--- config.mk ---
export PLATFORM = sky130hd
export DESIGN_NAME = smch_master
export DESIGN_NICKNAME = d
export VERILOG_FILES = /design/src/hdl/smch_pkg.sv /design/src/hdl/smch_if.sv /design/src/hdl/smch_master.sv /design/src/hdl/smch_fifo.sv
export SDC_FILE = /design/constraint.sdc
export NUM_CORES = 1
export LEC_CHECK = 0
export BUFFER_PORTS_ARGS = -buffer_cell sky130_fd_sc_hd__buf_2
export CORE_AREA = 4 4 103 105
export CTS_CLUSTER_DIAMETER = 200
export DETAILED_ROUTE_END_ITERATION = 12
export DIE_AREA = 0 0 107 109
export PLACE_DENSITY_LB_ADDON = 0.12
export SYNTH_ARGS = -nofsm -noshare
export SYNTH_HDL_FRONTEND = slang
export SYNTH_SLANG_ARGS = --single-unit
--- constraint.sdc ---
create_clock -name clk -period 9.2 [get_ports clk]
set_clock_uncertainty 0.2 [all_clocks]
set_input_delay 0.46 -clock clk [delete_from_list [all_inputs] [get_ports clk]]
set_output_delay 0.46 -clock clk [all_outputs]
set_load 0.05 [all_outputs]
--- src/hdl/smch_pkg.sv ---
package smch_pkg;
   // combined transmit word layout
   localparam int WORD_W = 32;
   localparam int DATA_W = 16;
   localparam int HOLD_BIT = 28;
   // serial clock timing in core cycles per half period
   localparam int SCLK_HALF_NS = 64;
   localparam int CLK_NS = 8;
   localparam int SCLK_HALF_CYC = (SCLK_HALF_NS + CLK_NS - 1) / CLK_NS;
   localparam logic [7:0] HALF_RELOAD = 8'(SCLK_HALF_CYC - 1);
   localparam int FIFO_DEPTH = 4;
   localparam logic [4:0] BIT_LAST = 5'h0f;
   typedef enum logic [1:0] {SMCH_IDLE, SMCH_SHIFT, SMCH_HOLD} smch_state_t;
endpackage

--- src/hdl/smch_if.sv ---
`timescale 1ns/1ps
interface smch_if #(parameter int W = 32);
   logic valid;
   logic ready;
   logic [W-1:0] data;
   modport src (output valid, output data, input ready);
   modport snk (input valid, input data, output ready);
endinterface

--- src/hdl/smch_master.sv ---
`timescale 1ns/1ps
// Summary of operation
// - hold feature only in master mode, driven by word bit 28.
// - word with hold at one keeps select asserted after its transfer.
// - word with hold at zero releases select after its transfer.
// - one write carries 16-bit data low, control high, and starts sending.
// - no select glitch when a word follows a held word.
module smch_master
   import smch_pkg::*;
(
   input wire logic clk,
   input wire logic rst,
   input wire logic master_mode,
   input wire logic [WORD_W-1:0] tx_control_data_word,
   input wire logic tx_write,
   output logic tx_ready,
   output logic serial_clock_out,
   output logic master_serial_out,
   output logic chip_select_out_n,
   output logic busy
);
   smch_if #(.W(WORD_W)) wr_s ();
   smch_if #(.W(WORD_W)) rd_s ();

   typedef struct packed {
      smch_state_t state;
      logic [DATA_W-1:0] shreg;
      logic [4:0] bitcnt;
      logic [7:0] halfcnt;
      logic phase;
      logic hold;
      logic sclk;
      logic mosi;
      logic cs_n;
   } smch_st_t;
   smch_st_t st_reg, st_next;

   // write port feeds the fifo; ready stalls the writer when full
   assign wr_s.valid = tx_write;
   assign wr_s.data = tx_control_data_word;
   assign tx_ready = wr_s.ready;

   smch_fifo #(.W(WORD_W), .DEPTH(FIFO_DEPTH)) u_fifo (
      .clk(clk),
      .rst(rst),
      .in_s(wr_s),
      .out_s(rd_s)
   );

   // idle and hold both accept the next word; the checks below reuse this decode
   function automatic logic can_take(input smch_state_t s);
      return (s == SMCH_IDLE) || (s == SMCH_HOLD);
   endfunction

   // the engine only pulls a word while master mode is on, so words wait in the fifo
   logic take;
   assign take = rd_s.valid && master_mode && can_take(st_reg.state);
   assign rd_s.ready = take;

   // timing of one word, in core cycles after the engine takes it:
   // select falls and the msb is driven together with the load, clock still low;
   // each clock half lasts HALF_RELOAD + 1 cycles, counted down in halfcnt;
   // data moves on the falling edge so the slave sees it settled a half period;
   // after the sixteenth high half the clock falls and select rises in that same
   // cycle unless hold was set, in which case select is left low with no clock.
   // shift engine: mode 0, msb first, data changes on falling edge
   always_comb begin
      st_next = st_reg;
      case (st_reg.state)
         SMCH_IDLE, SMCH_HOLD: begin
            if (take) begin
               st_next.shreg = rd_s.data[DATA_W-1:0];
               st_next.mosi = rd_s.data[DATA_W-1];
               st_next.hold = rd_s.data[HOLD_BIT];
               st_next.bitcnt = '0;
               st_next.halfcnt = HALF_RELOAD;
               st_next.phase = 1'b0;
               st_next.sclk = 1'b0;
               st_next.cs_n = 1'b0;
               st_next.state = SMCH_SHIFT;
            // idle with nothing queued keeps select high; hold leaves it alone
            end else if (st_reg.state == SMCH_IDLE) begin
               st_next.cs_n = 1'b1;
            end
         end
         SMCH_SHIFT: begin
            // count down one clock half, then toggle the clock
            if (st_reg.halfcnt != 8'h00) begin
               st_next.halfcnt = st_reg.halfcnt - 8'h01;
            end else begin
               st_next.halfcnt = HALF_RELOAD;
               st_next.phase = !st_reg.phase;
               st_next.sclk = !st_reg.phase;
               if (st_reg.phase) begin
                  if (st_reg.bitcnt == BIT_LAST) begin
                     if (st_reg.hold) begin
                        st_next.state = SMCH_HOLD;
                     end else begin
                        st_next.cs_n = 1'b1;
                        st_next.state = SMCH_IDLE;
                     end
                  end else begin
                     st_next.bitcnt = st_reg.bitcnt + 5'h01;
                     st_next.shreg = {st_reg.shreg[DATA_W-2:0], 1'b0};
                     st_next.mosi = st_reg.shreg[DATA_W-2];
                  end
               end
            end
         end
         default: begin
            st_next.state = SMCH_IDLE;
         end
      endcase
   end

   always_ff @(posedge clk or posedge rst) begin
      if (rst) begin
         st_reg <= '{state: SMCH_IDLE, cs_n: 1'b1, default: '0};
      end else begin
         st_reg <= st_next;
      end
   end

   // select, clock and data come straight from flops (busy is a state decode) so select and clock cannot glitch
   // on decode hazards, which a held select relies on
   assign serial_clock_out = st_reg.sclk;
   assign master_serial_out = st_reg.mosi;
   assign chip_select_out_n = st_reg.cs_n;
   assign busy = st_reg.state == SMCH_SHIFT;

   a_cs_no_glitch: assert property (@(posedge clk) disable iff (rst)
      (st_reg.state == SMCH_HOLD && take) |=> !chip_select_out_n)
      else $error("select rose when a word followed a held word");
   a_hold_stays: assert property (@(posedge clk) disable iff (rst)
      (st_reg.state == SMCH_HOLD) |-> !chip_select_out_n)
      else $error("select released while holding");
   // hold word ends in hold state
   a_hold_kept: assert property (@(posedge clk) disable iff (rst)
      (busy && st_reg.hold && st_next.state != SMCH_SHIFT) |=>
      (st_reg.state == SMCH_HOLD && !chip_select_out_n))
      else $error("hold word did not keep select");
   a_release: assert property (@(posedge clk) disable iff (rst)
      (busy && !st_reg.hold && st_next.state != SMCH_SHIFT) |=> chip_select_out_n)
      else $error("select not released after final word");
   a_master_only: assert property (@(posedge clk) disable iff (rst)
      (!master_mode && !busy) |=> !busy)
      else $error("transfer started outside master mode");
   // take starts shift with select low
   a_start: assert property (@(posedge clk) disable iff (rst)
      take |=> (busy && !chip_select_out_n && !serial_clock_out))
      else $error("write did not start a transfer");
   // select is low throughout a transfer
   a_cs_busy: assert property (@(posedge clk) disable iff (rst)
      busy |-> !chip_select_out_n)
      else $error("select high during shift");
   // hold bit latched from bit 28
   a_hold_latch: assert property (@(posedge clk) disable iff (rst)
      take |=> (st_reg.hold == $past(rd_s.data[HOLD_BIT])))
      else $error("hold bit not taken from bit 28");

   // pin timing checks: first bit, clock half lengths, data stability and idle clock level
   // first bit is the msb
   a_first_msb: assert property (@(posedge clk) disable iff (rst)
      take |=> (master_serial_out == $past(rd_s.data[DATA_W-1])))
      else $error("first bit was not the msb of the word");
   a_sclk_high: assert property (@(posedge clk) disable iff (rst)
      $rose(serial_clock_out) |-> serial_clock_out[*8] ##1 !serial_clock_out)
      else $error("serial clock high half has the wrong length");
   a_sclk_low: assert property (@(posedge clk) disable iff (rst)
      ($fell(serial_clock_out) && busy) |-> (!serial_clock_out)[*8] ##1 serial_clock_out)
      else $error("serial clock low half has the wrong length");
   // data steady while clock is high
   a_mosi_steady: assert property (@(posedge clk) disable iff (rst)
      serial_clock_out |-> $stable(master_serial_out))
      else $error("serial data moved while the clock was high");
   a_idle_clk_low: assert property (@(posedge clk) disable iff (rst)
      (st_reg.state == SMCH_IDLE) |-> !serial_clock_out)
      else $error("serial clock high while idle");
   // bit counter stays inside one word
   a_bit_range: assert property (@(posedge clk) disable iff (rst)
      busy |-> (st_reg.bitcnt <= BIT_LAST))
      else $error("bit counter ran past the last bit");
   // writer stalled only when a word waits for the engine
   a_ready_stall: assert property (@(posedge clk) disable iff (rst)
      !tx_ready |-> rd_s.valid)
      else $error("writer stalled with no word waiting");
   // no clock while select is held
   a_hold_no_clk: assert property (@(posedge clk) disable iff (rst)
      (st_reg.state == SMCH_HOLD) |-> !serial_clock_out)
      else $error("serial clock moved while select was held");
   // held select survives master mode dropping
   a_hold_mode: assert property (@(posedge clk) disable iff (rst)
      (st_reg.state == SMCH_HOLD && !master_mode) |=> !chip_select_out_n)
      else $error("held select released when master mode dropped");
   a_idle_released: assert property (@(posedge clk) disable iff (rst)
      (st_reg.state == SMCH_IDLE) |-> chip_select_out_n)
      else $error("select low while idle");
   // select rises only with the clock low
   a_rise_clk_low: assert property (@(posedge clk) disable iff (rst)
      $rose(chip_select_out_n) |-> (!serial_clock_out && st_reg.state == SMCH_IDLE))
      else $error("select rose with the clock high or outside idle");
   // select rises only at the end of a shifted word
   a_release_done: assert property (@(posedge clk) disable iff (rst)
      $rose(chip_select_out_n) |-> $past(busy))
      else $error("select rose without a completed word");
   // a waiting engine stays put outside master mode
   a_wait_mode: assert property (@(posedge clk) disable iff (rst)
      (can_take(st_reg.state) && !master_mode) |=> !busy)
      else $error("engine started while master mode was off");
endmodule

--- src/hdl/smch_fifo.sv ---
`timescale 1ns/1ps
module smch_fifo #(
   parameter int W = 32,
   parameter int DEPTH = 4
) (
   input wire logic clk,
   input wire logic rst,
   smch_if.snk in_s,
   smch_if.src out_s
);
   localparam int AW = $clog2(DEPTH);
   typedef struct packed {
      logic [AW:0] wr_ptr;
      logic [AW:0] rd_ptr;
      logic [W-1:0] dout;
      logic dvalid;
   } smch_fifo_st_t;
   smch_fifo_st_t st_reg, st_next;
   logic [W-1:0] mem [DEPTH];
   logic full, empty, push, pop, load;
   logic [AW:0] used;
   // storage writes kept outside the state struct to avoid a huge reset
   always_ff @(posedge clk) begin
      if (push) begin
         mem[st_reg.wr_ptr[AW-1:0]] <= in_s.data;
      end
   end
   // the output register is one of the DEPTH slots, so the writer is stalled
   // once storage plus output together hold DEPTH words
   assign used = (st_reg.wr_ptr - st_reg.rd_ptr) + {{AW{1'b0}}, st_reg.dvalid};
   assign full = used >= (AW+1)'(DEPTH);
   assign empty = st_reg.wr_ptr == st_reg.rd_ptr;
   assign in_s.ready = !full;
   assign push = in_s.valid && !full;
   assign pop = out_s.ready && st_reg.dvalid;
   assign load = !empty && (!st_reg.dvalid || pop);
   assign out_s.valid = st_reg.dvalid;
   assign out_s.data = st_reg.dout;
   // output word comes from a register
   always_comb begin
      st_next = st_reg;
      if (push) begin
         st_next.wr_ptr = st_reg.wr_ptr + 1'b1;
      end
      if (load) begin
         st_next.dout = mem[st_reg.rd_ptr[AW-1:0]];
         st_next.rd_ptr = st_reg.rd_ptr + 1'b1;
         st_next.dvalid = 1'b1;
      end else if (pop) begin
         st_next.dvalid = 1'b0;
      end
   end
   always_ff @(posedge clk or posedge rst) begin
      if (rst) begin
         st_reg <= '0;
      end else begin
         st_reg <= st_next;
      end
   end
endmodule

==> metrics.yaml <==
outcome: "completed"
hp-class: "input pin to register"
path_cells: "inv_1 -> ha_1 -> ha_1 -> and3b_1 -> or3_4 -> a21oi_2 -> and2_1"
synthFlopType: "edfxtp_1"
h-tree-depth: 4
yosysTopAreaCellShare_pct: 39.2
critPathKind: "register to register"
diodes: 0
overflow: 0
dpl_cell_area_um2: 5460
ys_ff_latch: 126
fp-row-count: 36
cp.required_ps: 9130
avgRoutedWirePerCell_um: 17.5
die_w_um: 107
post-synth-top-area-cell: "edfxtp_1"
syn-num-nets: 373
rsz0062_at_grt: "false"
final_cell_area_um2: 6250
clk_pin_slew_ps: 60
setup_viol: 0
cp.arrival_ps: 3860
ant_nets: 0
cpPeakStageDelay_ps: 920
grt_pass1_wl_um: 15200
start_kind: "register"
largest_register_ffs: 68
drive_gt1_share_pct: 26.2
leakage_nw: 2.59
area_delta_synth_final_pct: 20.1
tns_ps: 0
core_um2: 9640
syn_avg_cell_area_um2: 16.0
via_per_inst: 5.48
fin_crit_sh_pct: 42.7
netlist_top_cells_count: "edfxtp_1 (68), dfrtp_1 (57), a21o_1 (18), a22o_1 (18), mux2_2 (18)"
drv_cap: 0
synth_enable_flop_cells: 68
gp_congestion: 0.777
ys_warn_count: 0
drc_errors: 0
route.vias.total: 2865
cts_tree: "built"
clk-insertion-delay-late_ps: 520
ir_drop_uv: 207
synth_most_common_cell: "edfxtp_1"
fill_cells: 727
io_buffers: 25
ios: 41
critPathCaptureType: "register"
final_nets: 425
numClockSinks: 126
grt_max_degree: 59
ys_types: 44
cts-root-buf: "clkbuf_8"
syn_area_um2: 5210
ys_seq_area_share_pct: 67.1
clock.fmax_mhz: 255
netlist_instances: 325
critPathTopFamily: "simple AND/OR/NAND/NOR gates"
initial_utilization_pct: 54.0
hpwl_um: 5310
drt_pass1_iterations: 4
wirelength_um: 9160
crit_top_cell: "ha_1"
hold_viol_final: 0
cp_num_buf_inv: 1
die_area_um2: 11700
min_period_ps: 3930
clockBufferDepth: 2
cp_slowest_cell: "dfrtp_1"
tightest_slew_ps: 1180
finalMaxSlewViolations: 0
cp_max_fo: 19
grt_pass1_vias: 2899
antenna_found_initial: 0
synth_area_leaders: "edfxtp_1 (39%), dfrtp_1 (27%), mux4_2 (7.4%), mux2_2 (3.9%), a22o_1 (3.0%)"
relSlewSlack_pct: 20.8
power.density_nw_per_um2: 344
cts_setup_buffers: 0
grt.total_usage_pct: 17.7
async_flop_share_pct: 46.0
numCtsBuffers: 17
die_h_um: 109
drt_iter0_markers: 136
holdWs_ps: 188
==> cells by family (layout without fill, tap and decap cells) <==
group,after synthesis,in the layout,synth area share [%]
AO/OA/AOI/OAI,63,63,9.01
XOR/XNOR,7,7,1.44
adder cells (fa/ha/maj),12,12,2.88
buffers and inverters,27,92,2.21
flip-flops,126,126,67.1
multiplexers,39,39,12.0
AND/OR/NAND/NOR,51,51,5.29
==> routing by layer <==
layer | vias up | routed length, µm | GRT usage (%)
met2 | 46 | 4510 | 28.3
met1 | 1455 | 4240 | 23.2
met3 | 10 | 296 | 5.15
met4 | 0 | 114 | 6.85
li1 | 1354 | - | -
met5 | - | 0 | 0
==> area by class of cell <==
| type | instances | area, µm² | area share, % |
|---|---|---|---|
| clock inverters | 15 | 196 | 3.14 |
| flip-flops and latches | 126 | 3490 | 55.9 |
| repair buffers | 47 | 335 | 5.36 |
| clock buffers | 17 | 414 | 6.62 |
| multi-input cells | 172 | 1600 | 25.5 |
| inverters | 13 | 48.8 | 0.780 |
| well taps | 133 | 166 | 2.66 |
==> placed cells by master, fill, tap and decap left out, types with 7 or more instances in the layout <==
cell type / Yosys / final
buf_2: 8 / 25
inv_1: 12 / 11
ha_1: 12 / 12
a22o_1: 18 / 18
mux4_2: 17 / 17
nor2_1: 7 / 7
o21ai_0: 11 / 11
dlygate4sd3_1: 0 / 18
a21o_1: 18 / 18
edfxtp_1: 68 / 68
clkbuf_16: 0 / 16
a21oi_1: 7 / 7
nand2_1: 16 / 16
inv_6: 0 / 7
mux2_2: 18 / 18
dfrtp_1: 57 / 57
==> where the power goes <==
group / switching [W] / leakage [nW] / total, W / internal, W
Combinational: 0.000309 / 0.951 / 0.000570 / 0.000261
Clock: 0.000261 / 0.297 / 0.000682 / 0.000422
Sequential: 0.000105 / 1.34 / 0.000897 / 0.000792
==> repair_timing <==
item | in CTS | in global routing
endpoints found under the setup margin | 0 | 0
hold buffers | 18 | 0
endpoints found under the hold margin | 125 | 0
resized for setup | 0 | 0
==> worst register-to-register path, cell delays in order, from the launching register on <==
cell and delay, ps:
dfrtp_1 920, inv_1 140, ha_1 380, ha_1 300
and3b_1 170, or3_4 400, a21oi_2 250, and2_1 790
==> per-stage QoR <==
stage,std cells,total power (W),setup slack (ps),util [%]
2_1_floorplan,325,0.00133,5670,-
3_3_place_gp,473,0.00146,5170,56.7
3_5_place_dp,473,0.00148,5130,56.7
4_1_cts,523,0.00217,5160,64.9
5_1_grt,523,0.00227,4970,64.9
6_report,523,0.00215,5270,64.9
==> worst paths after layout <==
check | startpoint | end | slack (ps) | depth (start not counted)
max in group asynchronous | rst | u_fifo.st_reg[38] | 7820 | 4
min in group asynchronous | rst | u_fifo.out_s.data[5] | 490 | 4
worst max-delay path | u_fifo.st_reg[34] | u_fifo.mem[2][6] | 5270 | 7
worst min-delay path | tx_write | u_fifo.st_reg[36] | 190 | 4
worst max register to register | u_fifo.st_reg[34] | u_fifo.mem[2][6] | 5270 | 7
worst min register to register | master_serial_out | master_serial_out | 270 | 1
No activity file was read; power rests on OpenSTA's default activity.
